==> src/rtl/mmso_pkg.sv <==
// package: encodings, address layout and reset values of the move/multiply/stack executor
package mmso_pkg;
  // q phases of one instruction cycle
  localparam int         Q_PER_CYCLE   = 4;
  localparam logic [1:0] Q1            = 2'h0;
  localparam logic [1:0] Q2            = 2'h1;
  localparam logic [1:0] Q3            = 2'h2;
  localparam logic [1:0] Q4            = 2'h3;
  // opcode fields
  localparam logic [3:0] MOVE_FIRST_HI = 4'hc;
  localparam logic [3:0] MOVE_SECND_HI = 4'hf;
  localparam logic [6:0] ACC_TO_FILE   = 7'h37;
  localparam logic [6:0] NEGATE_FILE   = 7'h36;
  localparam logic [6:0] FILE_MULTIPLY = 7'h01;
  localparam logic [7:0] LIT_MULTIPLY  = 8'h0d;
  localparam logic [7:0] LIT_TO_ACC    = 8'h0e;
  localparam logic [7:0] BANK_LIT_LOAD = 8'h01;
  localparam logic [15:0] NO_OPERATION = 16'h0000;
  localparam logic [15:0] STACK_POP    = 16'h0006;
  localparam logic [15:0] STACK_PUSH   = 16'h0005;
  // access bank split and the accumulator's place in the data space
  localparam logic [7:0]  ACCESS_SPLIT = 8'h80;
  localparam logic [3:0]  ACCESS_LOWPG = 4'h0;
  localparam logic [3:0]  ACCESS_HIPG  = 4'hf;
  localparam logic [11:0] ACC_ADDR_DEF = 12'hfe8;
  localparam logic [20:0] PUSH_STEP    = 21'h000002;
  // reset values
  localparam logic [7:0]  ACC_RST      = 8'h00;
  localparam logic [7:0]  BANK_RST     = 8'h00;
  localparam logic [7:0]  PROD_RST     = 8'h00;
  localparam logic [4:0]  FLAGS_RST    = 5'h00;
  // flag positions in the status vector
  localparam int FLAG_C  = 0;
  localparam int FLAG_DC = 1;
  localparam int FLAG_Z  = 2;
  localparam int FLAG_OV = 3;
  localparam int FLAG_N  = 4;

  typedef enum logic [3:0] {
    OP_NONE   = 4'h0,
    OP_MOVE   = 4'h1,
    OP_ACCWR  = 4'h2,
    OP_NEG    = 4'h3,
    OP_MULF   = 4'h4,
    OP_MULL   = 4'h5,
    OP_LITACC = 4'h6,
    OP_BANK   = 4'h7,
    OP_POP    = 4'h8,
    OP_PUSH   = 4'h9
  } mmso_op_type;

  typedef enum logic [0:0] {
    EXEC_FIRST  = 1'b0,
    MOVE_SECOND = 1'b1
  } mmso_state_type;
endpackage

==> src/rtl/mmso_alu_if.sv <==
// interface: operands and results between the executor and its arithmetic unit
`timescale 1ns/1ps
interface mmso_alu_if;
  logic [7:0]  accOp;
  logic [7:0]  otherOp;
  logic [15:0] product;
  logic [7:0]  negResult;
  logic [4:0]  negFlags;
  modport core (output accOp, otherOp, input product, negResult, negFlags);
  modport unit (input accOp, otherOp, output product, negResult, negFlags);
endinterface

==> src/rtl/mmso_alu.sv <==
// arithmetic unit: unsigned 8x8 multiply and two's complement negate with flags
`timescale 1ns/1ps
module mmso_alu
  import mmso_pkg::*;
(
  mmso_alu_if.unit alu
);
  // product of accumulator and literal or file byte, never signed
  assign alu.product = 16'(alu.accOp) * 16'(alu.otherOp);

  // negate is 0 - f, so carry means no borrow, i.e. only f == 0
  always_comb
  begin
    alu.negResult              = 8'(~alu.otherOp + 8'h01);
    alu.negFlags               = FLAGS_RST;
    alu.negFlags[FLAG_C]       = (alu.otherOp == 8'h00);
    alu.negFlags[FLAG_DC]      = (alu.otherOp[3:0] == 4'h0);
    alu.negFlags[FLAG_Z]       = (alu.negResult == 8'h00);
    alu.negFlags[FLAG_OV]      = (alu.otherOp == 8'h80);
    alu.negFlags[FLAG_N]       = alu.negResult[7];
  end
endmodule

==> src/rtl/mmso_move_mul_core.sv <==
// executor for moves, literal loads, multiplies, negate, no-op and return-stack ops
`timescale 1ns/1ps
module mmso_move_mul_core
  import mmso_pkg::*;
#(
  parameter logic [11:0] ACC_ADDR = ACC_ADDR_DEF
)(
  input  wire logic        clk,
  input  wire logic        reset_n,
  input  wire logic [15:0] instrWord,
  input  wire logic [20:0] progCounter,
  input  wire logic [7:0]  dataRdData,
  output logic      [1:0]  qPhase,
  output logic      [11:0] dataAddr,
  output logic             dataRdEn,
  output logic             dataWrEn,
  output logic      [7:0]  dataWrData,
  output logic      [7:0]  accumulator,
  output logic      [7:0]  bankSelect,
  output logic      [7:0]  productHigh,
  output logic      [7:0]  productLow,
  output logic      [4:0]  statusFlags,
  output logic             stackPush,
  output logic             stackPop,
  output logic      [20:0] stackPushValue
);
  // the accumulator is served from a register that is only mapped into the top page
  if (ACC_ADDR[11:8] != ACCESS_HIPG)
  begin : gAccPageCheck
    $error("accumulator must sit in the top page of the data space");
  end

  logic [1:0]     qPhase_r;
  mmso_state_type state_r;
  mmso_op_type    op_r;
  logic [15:0]    instr_r;
  logic [7:0]     operand_r;
  logic [7:0]     moveData_r;
  logic [11:0]    dataAddr_r;
  logic           dataRdEn_r;
  logic           dataWrEn_r;
  logic [7:0]     dataWrData_r;
  logic [7:0]     accum_r;
  logic [7:0]     bankSel_r;
  logic [7:0]     prodHigh_r;
  logic [7:0]     prodLow_r;
  logic [4:0]     flags_r;
  logic           stackPush_r;
  logic           stackPop_r;
  logic [20:0]    stackPushValue_r;
  logic [11:0]    fileAddr;
  logic           wrNeeded;
  logic [7:0]     wrValue;
  mmso_op_type    decoded;

  mmso_alu_if aluBus ();
  mmso_alu alu_inst (.alu(aluBus.unit));

  ////////////////////////////////////////////////////////////////////////////////
  // decode and operand routing

  // anything outside this group, and a lone 1111 word, falls to OP_NONE
  always_comb
  begin
    decoded = OP_NONE;
    if (instrWord[15:12] == MOVE_FIRST_HI)
      decoded = OP_MOVE;
    else if (instrWord[15:9] == ACC_TO_FILE)
      decoded = OP_ACCWR;
    else if (instrWord[15:9] == NEGATE_FILE)
      decoded = OP_NEG;
    else if (instrWord[15:9] == FILE_MULTIPLY)
      decoded = OP_MULF;
    else if (instrWord[15:8] == LIT_MULTIPLY)
      decoded = OP_MULL;
    else if (instrWord[15:8] == LIT_TO_ACC)
      decoded = OP_LITACC;
    else if (instrWord[15:8] == BANK_LIT_LOAD)
      decoded = OP_BANK;
    else if (instrWord == STACK_POP)
      decoded = OP_POP;
    else if (instrWord == STACK_PUSH)
      decoded = OP_PUSH;
  end

  // only the low nibble of bank select reaches the 12-bit address
  always_comb
  begin
    if (instr_r[8])
      fileAddr = {bankSel_r[3:0], instr_r[7:0]};
    else if (instr_r[7:0] < ACCESS_SPLIT)
      fileAddr = {ACCESS_LOWPG, instr_r[7:0]};
    else
      fileAddr = {ACCESS_HIPG, instr_r[7:0]};
  end

  assign aluBus.accOp   = accum_r;
  assign aluBus.otherOp = (op_r == OP_MULL) ? instr_r[7:0] : operand_r;

  // write-back of the current Q4: move destination, accumulator store or negate
  always_comb
  begin
    wrNeeded = (state_r == MOVE_SECOND) || (op_r == OP_ACCWR) || (op_r == OP_NEG);
    wrValue  = aluBus.negResult;
    if (state_r == MOVE_SECOND)
      wrValue = moveData_r;
    else if (op_r == OP_ACCWR)
      wrValue = accum_r;
  end

  ////////////////////////////////////////////////////////////////////////////////
  // phase divider and sequencing

  // four clocks per instruction cycle; each phase is one clock
  always_ff @(posedge clk or negedge reset_n)
  begin
    if (!reset_n)
      qPhase_r <= Q1;
    else
      qPhase_r <= 2'(qPhase_r + 2'h1);
  end

  // the second move word is never decoded, so its 1111 top nibble is not a no-op here
  always_ff @(posedge clk or negedge reset_n)
  begin
    if (!reset_n)
    begin
      instr_r <= NO_OPERATION;
      op_r    <= OP_NONE;
    end
    else if (qPhase_r == Q1)
    begin
      instr_r <= instrWord;
      if (state_r == EXEC_FIRST)
        op_r <= decoded;
    end
  end

  always_ff @(posedge clk or negedge reset_n)
  begin
    if (!reset_n)
      state_r <= EXEC_FIRST;
    else if (qPhase_r == Q4)
    begin
      unique case (state_r)
        EXEC_FIRST:  state_r <= (op_r == OP_MOVE) ? MOVE_SECOND : EXEC_FIRST;
        MOVE_SECOND: state_r <= EXEC_FIRST;
      endcase
    end
  end

  ////////////////////////////////////////////////////////////////////////////////
  // data memory strobes

  // address set in Q2 stays for the write in Q4 of the same cycle
  always_ff @(posedge clk or negedge reset_n)
  begin
    if (!reset_n)
    begin
      dataAddr_r <= 12'h000;
      dataRdEn_r <= 1'b0;
    end
    else
    begin
      dataRdEn_r <= 1'b0;
      if (qPhase_r == Q2)
      begin
        if (state_r == MOVE_SECOND)
        begin
          dataAddr_r <= instr_r[11:0]; // dummy read of destination
          dataRdEn_r <= 1'b1;
        end
        else if (op_r == OP_MOVE)
        begin
          dataAddr_r <= instr_r[11:0];
          dataRdEn_r <= 1'b1;
        end
        else if (op_r inside {OP_ACCWR, OP_NEG, OP_MULF})
        begin
          dataAddr_r <= fileAddr;
          dataRdEn_r <= 1'b1;
        end
      end
    end
  end

  // the accumulator is not in memory, so its address is served from accum_r
  always_ff @(posedge clk or negedge reset_n)
  begin
    if (!reset_n)
    begin
      operand_r  <= 8'h00;
      moveData_r <= 8'h00;
    end
    else if (qPhase_r == Q3)
    begin
      operand_r <= (dataAddr_r == ACC_ADDR) ? accum_r : dataRdData;
      if (state_r == EXEC_FIRST && op_r == OP_MOVE)
        moveData_r <= (dataAddr_r == ACC_ADDR) ? accum_r : dataRdData;
    end
  end

  always_ff @(posedge clk or negedge reset_n)
  begin
    if (!reset_n)
    begin
      dataWrEn_r   <= 1'b0;
      dataWrData_r <= 8'h00;
    end
    else
    begin
      dataWrEn_r <= 1'b0;
      if (qPhase_r == Q4 && wrNeeded && dataAddr_r != ACC_ADDR)
      begin
        dataWrEn_r   <= 1'b1;
        dataWrData_r <= wrValue;
      end
    end
  end

  ////////////////////////////////////////////////////////////////////////////////
  // architectural registers, all updated at Q4

  always_ff @(posedge clk or negedge reset_n)
  begin
    if (!reset_n)
      accum_r <= ACC_RST;
    else if (qPhase_r == Q4)
    begin
      if (wrNeeded && dataAddr_r == ACC_ADDR)
        accum_r <= wrValue;
      else if (state_r == EXEC_FIRST && op_r == OP_LITACC)
        accum_r <= instr_r[7:0];
    end
  end

  always_ff @(posedge clk or negedge reset_n)
  begin
    if (!reset_n)
      bankSel_r <= BANK_RST;
    else if (qPhase_r == Q4 && state_r == EXEC_FIRST && op_r == OP_BANK)
      bankSel_r <= instr_r[7:0];
  end

  always_ff @(posedge clk or negedge reset_n)
  begin
    if (!reset_n)
    begin
      prodHigh_r <= PROD_RST;
      prodLow_r  <= PROD_RST;
    end
    else if (qPhase_r == Q4 && state_r == EXEC_FIRST && op_r inside {OP_MULL, OP_MULF})
    begin
      prodHigh_r <= aluBus.product[15:8];
      prodLow_r  <= aluBus.product[7:0];
    end
  end

  // only negate touches the flags; moves, stores and multiplies leave them
  always_ff @(posedge clk or negedge reset_n)
  begin
    if (!reset_n)
      flags_r <= FLAGS_RST;
    else if (qPhase_r == Q4 && state_r == EXEC_FIRST && op_r == OP_NEG)
      flags_r <= aluBus.negFlags;
  end

  // pop and push are one-clock strobes to the return stack outside
  always_ff @(posedge clk or negedge reset_n)
  begin
    if (!reset_n)
    begin
      stackPush_r      <= 1'b0;
      stackPop_r       <= 1'b0;
      stackPushValue_r <= 21'h000000;
    end
    else
    begin
      stackPush_r <= qPhase_r == Q4 && state_r == EXEC_FIRST && op_r == OP_PUSH;
      stackPop_r  <= qPhase_r == Q4 && state_r == EXEC_FIRST && op_r == OP_POP;
      if (qPhase_r == Q4 && state_r == EXEC_FIRST && op_r == OP_PUSH)
        stackPushValue_r <= 21'(progCounter + PUSH_STEP);
    end
  end

  assign qPhase         = qPhase_r;
  assign dataAddr       = dataAddr_r;
  assign dataRdEn       = dataRdEn_r;
  assign dataWrEn       = dataWrEn_r;
  assign dataWrData     = dataWrData_r;
  assign accumulator    = accum_r;
  assign bankSelect     = bankSel_r;
  assign productHigh    = prodHigh_r;
  assign productLow     = prodLow_r;
  assign statusFlags    = flags_r;
  assign stackPush      = stackPush_r;
  assign stackPop       = stackPop_r;
  assign stackPushValue = stackPushValue_r;
endmodule

==> config.mk <==
export PLATFORM = sky130hd
export DESIGN_NAME = mmso_move_mul_core
export DESIGN_NICKNAME = d
export VERILOG_FILES = /design/src/rtl/mmso_pkg.sv /design/src/rtl/mmso_alu_if.sv /design/src/rtl/mmso_alu.sv /design/src/rtl/mmso_move_mul_core.sv
export SDC_FILE = /design/constraint.sdc
export NUM_CORES = 1
export LEC_CHECK = 0
export BUFFER_PORTS_ARGS = -buffer_cell sky130_fd_sc_hd__buf_2
export CORE_ASPECT_RATIO = 0.75
export CORE_MARGIN = 1
export CORE_UTILIZATION = 52
export DETAILED_ROUTE_END_ITERATION = 12
export PLACE_DENSITY = 0.77
export SETUP_SLACK_MARGIN = 0.5
export SYNTH_ARGS = -nofsm -noshare
export SYNTH_HDL_FRONTEND = slang
export SYNTH_SLANG_ARGS = --single-unit
==> constraint.sdc <==
create_clock -name clk -period 4.7 [get_ports clk]
set_input_delay 1.175 -clock clk [delete_from_list [all_inputs] [get_ports clk]]
set_output_delay 1.175 -clock clk [all_outputs]
set_load 0.01 [all_outputs]
# Word level (Yosys, flattened, before mapping)
# Cells that the tools add are included.
dict set report op_classes {
  n_addsub 3
  mul 1
  magnitude_cmp 1
  eq_ne 24
  muxes 27
  bitwise 2
  reduce_logical 25
}
# cell count
set ops {}
lappend ops {{two-way mux 12 bit} 5}
lappend ops {{two-way mux 8 bit} 6}
lappend ops {{two-way mux 4 bit} 9}
lappend ops {{== test 16 x 3 -> 1 bit, second input constant} 2}
lappend ops {{adder 21 x 2 -> 21 bit, second input constant} 1}
lappend ops {{== test 4 x 3 -> 1 bit, second input constant} 4}
lappend ops {{== test 8 x 4 -> 1 bit, second input constant} 2}
lappend ops {{logical NOT 8 bit} 2}
lappend ops {{multiplier 8 x 8 -> 16 bit} 1}
lappend ops {{== test 7 x 6 -> 1 bit, second input constant} 2}
lappend ops {{== test 12 bit, second input constant} 1}
lappend ops {{== test 4 bit, second input constant} 3}
lappend ops {{!= test 12 bit, second input constant} 1}
lappend ops {{logical AND 1 bit} 11}
lappend ops {{adder 8 x 1 -> 8 bit, second input constant} 1}
lappend ops {{== test 4 x 2 -> 1 bit, second input constant} 2}
lappend ops {{== test 8 x 1 -> 1 bit, second input constant} 1}
lappend ops {{== test 8 bit, second input constant} 1}
lappend ops {{< comparator 8 bit, second input constant} 1}
lappend ops {{NOT 8 bit} 1}
lappend ops {{AND reduction 2 bit} 4}
lappend ops {{== test 7 x 1 -> 1 bit, second input constant} 1}
lappend ops {{two-way mux 1 bit} 6}
lappend ops {{nonzero test 3 bit} 2}
lappend ops {{other kinds (10)} 13}
dict set report totals {
  register_bits 117
  input_bits 47
  output_inout_bits 84
}

# Depth between registers and ports, before layout
# Gate-level depths: netlist of the first run.
dict set report logic_depth {
  depth_word 10
  ltp_mapped 22
}

# Modules after synthesis
# From an unflattened synthesis of the first run, not the netlist that was laid out.
dict set report hier_totals {
  hier_cells 754
  hier_area_um2 7813.7
}
# module n_inst cells_each area_each_um2 seq_area_each_um2
set modules_own_cells {}
lappend modules_own_cells {mmso_move_mul_core 1 466 5430.2 2927.8}
lappend modules_own_cells {mmso_alu 1 288 2383.5 0.0}

# Worst setup path before layout of the first run
# No wires, ideal clock.
dict set report synth_timing {
  path_type {register -> register}
  from {register op_r[3]}
  to {register prodHigh_r[7], in the netlist productHigh[7]}
  arrival_ns 5.033
  required_time_ns 4.566
  slack_ns -0.467
  path_stages_with_launch 22
  path_buffers 4
  synth_period_minus_slack_ns 5.167
  path_cell_list {dfrtp_1 buf_6 nand4bb_4 buf_6 buf_12 nand2_1 nand2_1 clkbuf_1 and2_1 fa_1 fa_1 fa_1 inv_1 fa_1 inv_1 ha_1 or2_2 a21o_1 a21boi_0 a221oi_1 xnor2_1 o21ai_0}
}
dict set report synth_between {
  elab_chain_cells 3
}
# element line
set synth_rtl {}
lappend synth_rtl {{start, declared} mmso_move_mul_core.sv:35} ;# mmso_op_type op_r;
lappend synth_rtl {{start signal, assigned} mmso_move_mul_core.sv:135} ;# op_r <= decoded;
lappend synth_rtl {{== test 4 x 3 -> 1 bit (on tied branches)} {mmso_move_mul_core.sv:98, mmso_move_mul_core.sv:252}}
lappend synth_rtl {{two-way mux 8 bit or nonzero test 2 bit (tied branches)} {mmso_move_mul_core.sv:98, mmso_move_mul_core.sv:252}}
lappend synth_rtl {{multiplier 8 x 8 -> 16 bit or logical AND 1 bit (tied branches)} {mmso_alu.sv:9, mmso_move_mul_core.sv:252}}
lappend synth_rtl {{end signal, assigned} mmso_move_mul_core.sv:254} ;# prodHigh_r <= aluBus.product[15:8];
lappend synth_rtl {{end, declared} mmso_move_mul_core.sv:45} ;# logic [7:0] prodHigh_r;
# Several ways; a longest one is shown, not always the timed one.
# A chain may end at the register's enable or synchronous reset.

# Worst setup path in the final report of the first run
# Same ends and word-level chain as after synthesis.

==> summary.txt, run 1 <==
Setup path
  – Crit-path most repeated cell: fa_1
  – Flop2flop setup slack: -0.007 ns
  – CP Capture Type: flip-flop
  – Reg2Reg Depth: 18
  – Crit Path Max Fanout: 6
  – Slowest CP cell: fa_1
  – CP arrival: between 4 and 5 ns
  – WS Path Type: flip-flop to flip-flop
  – Critical path required time: between 4 and 5 ns
  – CP Launch Type: flip-flop
  – Worst R2R Start: op_r[3]
  – CP Capture Point: productHigh[7]
  – CP max stage delay: 0.55 ns
  – CP Cell Sequence: nand4bb_4 > buf_12 > mux2i_4 > buf_6 > nor2b_4 > fa_1 > fa_1 > fa_1 > inv_2 > fa_1 > inv_2 > ha_4 > or2_4 > a21o_1 > a21boi_4 > a221oi_2 > xnor2_1 > o21ai_1
  – CP Launch Point: op_r[3]
  – Critical R2R Capture: productHigh[7]

Place
  – Port bufs: 130
  – Gpl congestion: about 0.96
  – Place WS: -0.1118 ns
  – DPL Wire Length: 15.26 mm

Finish
  – Fin nets: 1,129
  – Layout cells sized above 1: about a third
  – Syn-to-layout area delta: 29.80%
  – ANT cells: 0

Drt
  – Routed Wire Length: between 20 and 25 mm
  – Antenna Violating Nets Remaining: 0
  – TritonRoute pass-1 iters: 5
  – WL/cell: roughly 18 um
  – Drt via density: between 5 and 6
  – Number of DRC markers in iteration 0: 587
  – Via count: 6,790
  – Drc violations: 0

Clock tree
  – Clk slew on worst S/H paths: 0.06 ns
  – CTS tree: done
  – Clock insertion delay at the later pin of the skew report: slightly above 0.4 ns
  – Num CTS Buffers: 17
  – CTS Buffer Depth: 2
  – CTS sink count: 117
  – Htree depth: 4
  – Clock Root Buffer: clkbuf_16

STA
  – Fin crit period: 4.707 ns
  – Final period utilization: 100.2%
  – PnR worst setup slack: -0.007106 ns
  – Hold_ws: 0.4656 ns
  – Fin Setup TNS: -0.007106 ns
  – Unrepaired setup endpoints after global routing: true
  – Rel. slew slack: 40.14%
  – Measured slew at the worst slew-check pin: ~0.9 ns
  – Hold Fails Final Rpt: 0
  – Worst Skew: 0.005096 ns
  – Final Setup Violations: 1
  – Max Clock Freq: 0.2124 GHz
  – Max Slew Vio Count: 0

Global routing
  – Largest net degree at the start of global routing: 62
  – Total grt overflow: 0
  – Initial antenna violation count: 0
  – GRT Overall Usage: 29.31%
  – First-pass GRT wire length: 34.49 mm
  – Vias in the first global route: ~6.5k

Synth
  – Post-Syn Instances: 817
  – #FFs+latches synth: 117
  – Cell variety after synth: 69
  – Post-synth EDFFs: 0
  – Main synth FF type: dfrtp_1
  – Post-synthesis sequential area ratio: a little under two fifths
  – Syn_area_per_cell: 9.656 um2
  – Mapped Area: 7889 um2
  – Syn Nets: 942
  – Post-synth ARST share: 100.0%
  – Synth warn: 0

Worst hold path
  – Worst hold-check path type: flip-flop to flip-flop

Floorplan
  – Core footprint: 14,640 um2
  – Num rows: 38
  – Die boundary width: 144.2 um
  – Initial Util: a little over half
  – Total I/O pin count: roughly 130
  – Die ar.: approximately 16,000 um2
  – Die height: 108.7 um

Flow run
  – Max Cap Viol: 0

Outcome
  – Outcome: finished, violations left
  – Failing checks: negative setup slack

Pwr
  – Peak VDD IR: 0.2368 mV
  – Power Density: 340.2 nW/um2
  – P_leak: just under 5 nW
-- final cells by class --
cell class | instances | area (um2)
clock buffer | 18 | 439.2
timing repair buffer | 205 | 1280
sequential | 117 | 2928
tap | 200 | 250.2
fill | 1078 | 4404
multi-input combinational | 599 | 4856
clock inverter | 14 | 246.5
inverter | 64 | 240.2
-- worst max-delay path: cells and delay by family (launching register included) --
family / cells / cell delay, ns
and+or+nand+nor: 3 / 0.50
DFF: 1 / 0.39
muxes: 1 / 0.22
AOI/OAI and AO/OA: 4 / 0.68
xor gates and xnor gates: 1 / 0.16
adders and majority gates: 5 / 2.19
buffers and inverters: 4 / 0.42
-- per-stage QoR --
stage               instance area (um2)  utilization, %  power (mW)  cells
floorplan                          8018               -       1.655    817
global placement                   9110           62.21       1.920   1162
detailed placement                 9110           62.21       1.932   1162
CTS                               10030           68.49       3.467   1207
global route                      10240           69.92       3.624   1217
finish                            10240           69.92       3.484   1217
-- flip-flops by register name (all words and copies together) (netlist names), 2 cells and up --
signal and count:
dataWrData 8, instr_r 12, dataAddr 12, statusFlags 5
operand_r 8, qPhase 2, moveData_r 8, op_r 4
productHigh 8, productLow 8, stackPushValue 21, accumulator 8
bankSelect 8
-- power by group --
group | leakage, nW | total [mW] | internal [mW] | switching (mW)
clock network | 0.324 | 1.53 | 1.02 | 0.513
logic | 3.22 | 0.689 | 0.292 | 0.398
registers | 1.42 | 1.27 | 1.15 | 0.119
total | 4.97 | 3.48 | 2.45 | 1.03
-- synthesized netlist by cell type, drive strengths merged (2+ instances only) --
cell     instances  area (um2)
o211ai           6       45.04
nand4bb          2       38.79
mux2            33       371.6
or2              3       18.77
nor3b            3       27.52
xnor2           16       140.1
a311oi           3       26.28
a21o             3       22.52
nand2b           7       46.30
nand3           16       80.08
o31ai            7       52.55
nor4             2       12.51
and2b            2       16.27
clkbuf          22       92.59
and4bb           2       25.02
nand4            9       56.30
xor2            21       183.9
o21ai           58       301.5
nand3b           3       22.52
o41ai            2       43.80
nor2b           36       225.2
nor2            46       172.7
dfrtp          117        2928
and3             2       12.51
and4             2       17.52
inv             63       236.5
mux2i           20       241.5
nor4b            5       58.80
nor3            11       65.06
nand2          131       491.7
o221ai           4       35.03
and2            16       100.1
a211oi           4       30.03
buf             15       117.6
fa              36       720.7
ha              42       525.5
a31oi            4       25.02
a21oi           28       140.1
-- metal layers --
metal	track usage [%]	part of all wire, %	vias up
met5	0	0	-
met4	8.872	1.8	0
met3	9.794	10	40
met2	44.20	45	344
met1	40.08	43	3273
li1	-	-	3133
-- repair_timing --
| action | in CTS | in global routing |
|---|---|---|
| buffers inserted | 13 | 10 |
| pin swaps | 34 | 20 |
| resized for setup | 40 | 28 |
| cloned | 0 | 0 |
| endpoints found under the setup margin | 10 | 10 |
| hold buffers | 0 | 0 |
-- placed cells by master (no fill, tap or decap), types with 5 or more instances in the layout --
cell type / n
nor2_1: 46
nand2b_1: 5
and2_1: 12
nand3_1: 16
o21ai_1: 8
buf_2: 129
ha_1: 35
bufinv_16: 6
nor3_1: 8
mux2_2: 33
fa_2: 5
buf_6: 7
xnor2_1: 16
nor2b_2: 7
xor2_1: 20
buf_4: 66
nor2b_1: 24
inv_1: 55
dfrtp_1: 117
clkbuf_16: 17
o21ai_0: 47
a21oi_1: 24
nand4_1: 9
fa_1: 31
nor2b_4: 5
nand2_2: 6
nand2_1: 118
inv_2: 8
o211ai_1: 6
mux2i_1: 16
o31ai_1: 6
ha_4: 6
nand2_4: 7
-- cells by family (layout without fill, tap and decap cells) --
kind of cell | after synthesis | count (layout) | synth area share, %
buf+inv | 101 | 301 | 5.710
xor+xnor | 37 | 37 | 4.108
flops | 117 | 117 | 37.11
simple gates | 303 | 303 | 19.38
fa+ha+maj | 78 | 78 | 15.80
compound gates | 128 | 128 | 10.12
mux | 53 | 53 | 7.772
-- worst min path at each step --
| stage | slack (ns) | depth (start not counted) | from | endpoint |
|---|---|---|---|---|
| after global routing | 0.50 | 2 | statusFlags[4] | statusFlags[4] |
| final | 0.47 | 2 | statusFlags[4] | statusFlags[4] |
| after floorplan | 0.44 | 2 | moveData_r[3] | moveData_r[3] |
| after detailed placement | 0.46 | 2 | statusFlags[4] | statusFlags[4] |
| after global placement | 0.45 | 2 | statusFlags[4] | statusFlags[4] |
| after CTS | 0.47 | 2 | statusFlags[4] | statusFlags[4] |
(Power assumes the default switching activity.)
==> inputs of run 2 (changes only) <==
- PLACE_DENSITY: 0.77 -> 0.75
- clock period: 4.7 -> 5.6 ns (I/O delays scaled with it)
==> run 2 against run 1 <==
Effect of this change: the flow now finishes without violations; clock skew grew 0.0025 ns; clock power fell by 31%; die area did not move; sequential share of layout area up 2.1 points; worst hold slack improved by 0.0040 ns; combinational power down 22%; critical path depth unchanged; maximum frequency fell by 5.9%; via count fell by 3.4%; largest power group is now sequential cells; final area down 6.6%; clock-buffer cell count unchanged.
==> summary.txt, run 2 (synthesized netlist as in run 1, its figures left out) <==
Setup path
  – CP Launch Type: flip-flop
  – CP arrival: around 5.3 ns
  – WS Path Type: flip-flop to flip-flop
  – CP Capture Type: flip-flop
  – Crit Path Max Fanout: 7
  – Critical path required time: 5.88 ns

Clock tree
  – CTS sink count: approximately 120
  – Num CTS Buffers: 17
  – CTS tree: done
  – Clock Root Buffer: clkbuf_16
  – CTS Buffer Depth: 2
  – Clock insertion delay at the later pin of the skew report: 0.42 ns
  – Htree depth: 4
  – Clk slew on worst S/H paths: 0.06 ns
  – Post-CTS Hold Fix Bufs: 0

Finish
  – Final core utilization: between 60% and 70%
  – Max reg flops: 21
  – Layout cells sized above 1: 28.63%
  – Syn-to-layout area delta: 21.21%
  – Most frequent cells in the layout: 129 x buf_2, 126 x nand2_1, 115 x dfrtp_1
  – ANT cells: 0
  – Fillers: approximately 1.2k
  – Fin nets: 1,090
  – Most common cell after layout, fill and taps aside: buf_2

STA
  – Rel. slew slack: 29.68%
  – Final period utilization: 89.33%
  – Worst Skew: 0.007558 ns
  – Final Setup Violations: 0
  – Unrepaired setup endpoints after global routing: false
  – Hold Fails Final Rpt: 0
  – Fin crit period: 5.002 ns
  – Fin Setup TNS: 0 ns
  – Max Slew Vio Count: 0
  – Measured slew at the worst slew-check pin: 1.050 ns
  – Max Clock Freq: ~0.20 GHz

Pwr
  – Sw Share: 31.79%
  – P_leak: 4.667 nW
  – Comb power frac: 20.1%
  – Sequential group share of total power: around 40%
  – Power Density: 278.3 nW/um2
  – Peak VDD IR: between 0.2 and 0.25 mV
  – Power, Total: 2.661 mW
  – Internal power: 1.815 mW
  – Switch Pwr: 0.8460 mW
  – Clock Power Share: 39.4%

Floorplan
  – Initial Util: between 50% and 60%
  – Core footprint: 14,640 um2
  – Total I/O pin count: 131
  – Die boundary width: 144.2 um
  – Num rows: 38
  – Die height: 108.7 um
  – Die ar.: approximately 16,000 um2

Global routing
  – Total grt overflow: 0
  – Initial antenna violation count: 0
  – First-pass GRT wire length: ~32 mm
  – GRT Overall Usage: 26.99%
  – Vias in the first global route: 6,032
  – Largest net degree at the start of global routing: 57

Worst hold path
  – Worst hold-check path type: flip-flop to flip-flop

Place
  – Port bufs: 130
  – Gpl congestion: ~1
  – DPL Wire Length: 14.75 mm

Drt
  – Antenna Violating Nets Remaining: 0
  – Via count: 6,557
  – TritonRoute pass-1 iters: 5
  – Routed Wire Length: ~20 mm
  – Number of DRC markers in iteration 0: 507
  – WL/cell: 17.15 um
  – Drc violations: 0
  – Drt via density: 5.566

Flow run
  – Max Cap Viol: 0

Outcome
  – Outcome: finished, final reports clean
-- run 2: power groups by stage --
| stage | logic, mW | clock network, mW | registers, mW |
|---|---|---|---|
| after floorplan | 0.310 | 0 | 1.08 |
| after global placement | 0.506 | 0 | 1.08 |
| after detailed placement | 0.515 | 0 | 1.09 |
| after CTS | 0.524 | 1.06 | 1.07 |
| after global routing | 0.589 | 1.10 | 1.09 |
| final | 0.536 | 1.05 | 1.08 |
-- run 2: final cells by class --
type	count	area [um2]	area share [%]
Clock buffer	18	439.2	4.593
Clock inverter	14	127.6	1.335
Inverter	64	240.2	2.512
Multi-Input combinational cell	599	4636	48.48
Sequential cell	117	2930	30.65
Tap cell	200	250.2	2.617
Timing Repair Buffer	166	938.4	9.814
-- run 2: path summary, 6_finish.rpt --
path	to	startpoint	depth (start not counted)	slack, ns
min in group asynchronous	productHigh[7]	reset_n	1	0.86
hold reg to reg	stackPushValue[0]	stackPushValue[0]	2	0.47
setup reg to reg	productHigh[7]	op_r[1]	18	0.60
setup / recovery	productHigh[7]	op_r[1]	18	0.60
hold / removal	stackPushValue[0]	stackPushValue[0]	2	0.47
max in group asynchronous	op_r[1]	reset_n	2	3.69
-- run 2: worst max-delay path, stage by stage (launching register included) --
cell and delay [ns]:
dfrtp_2 0.45, nand4bb_4 0.33, buf_6 0.19, mux2i_4 0.28
nand2b_4 0.20, fa_1 0.44, fa_1 0.50, inv_1 0.06
fa_1 0.53, inv_1 0.06, fa_2 0.38, inv_2 0.08
ha_4 0.21, or2_2 0.29, a21o_1 0.18, a21boi_2 0.18
a221oi_2 0.27, xnor2_1 0.15, o21ai_1 0.07
-- run 2: metal layers --
layer | vias up | global-route usage (%) | wire [um]
met5 | - | 0 | 0
li1 | 3049 | - | -
met3 | 34 | 9.047 | 1921
met4 | 0 | 6.541 | 297
met1 | 3164 | 40.76 | 9660
met2 | 310 | 36.75 | 8323
-- run 2: per-stage QoR --
| step | instance area [um2] | instances | worst slack (ns) | hold WS (ns) |
|---|---|---|---|---|
| detailed placement | 8702 | 1126 | 0.2377 | 0.4591 |
| floorplan | 7893 | 817 | 0.5260 | 0.4413 |
| finish | 9562 | 1178 | 0.5977 | 0.4696 |
| global route | 9562 | 1178 | 0.4699 | 0.5098 |
| CTS | 9329 | 1165 | 0.4434 | 0.4728 |
| global placement | 8702 | 1126 | 0.3452 | 0.4541 |
-- run 2: what timing repair did --
item                                    4_1_cts  5_1_grt
setup buffers                                 7       13
pin swaps                                     3       15
endpoints found under the setup margin        4        7
resized for setup                             3       31
cloned                                        0        0
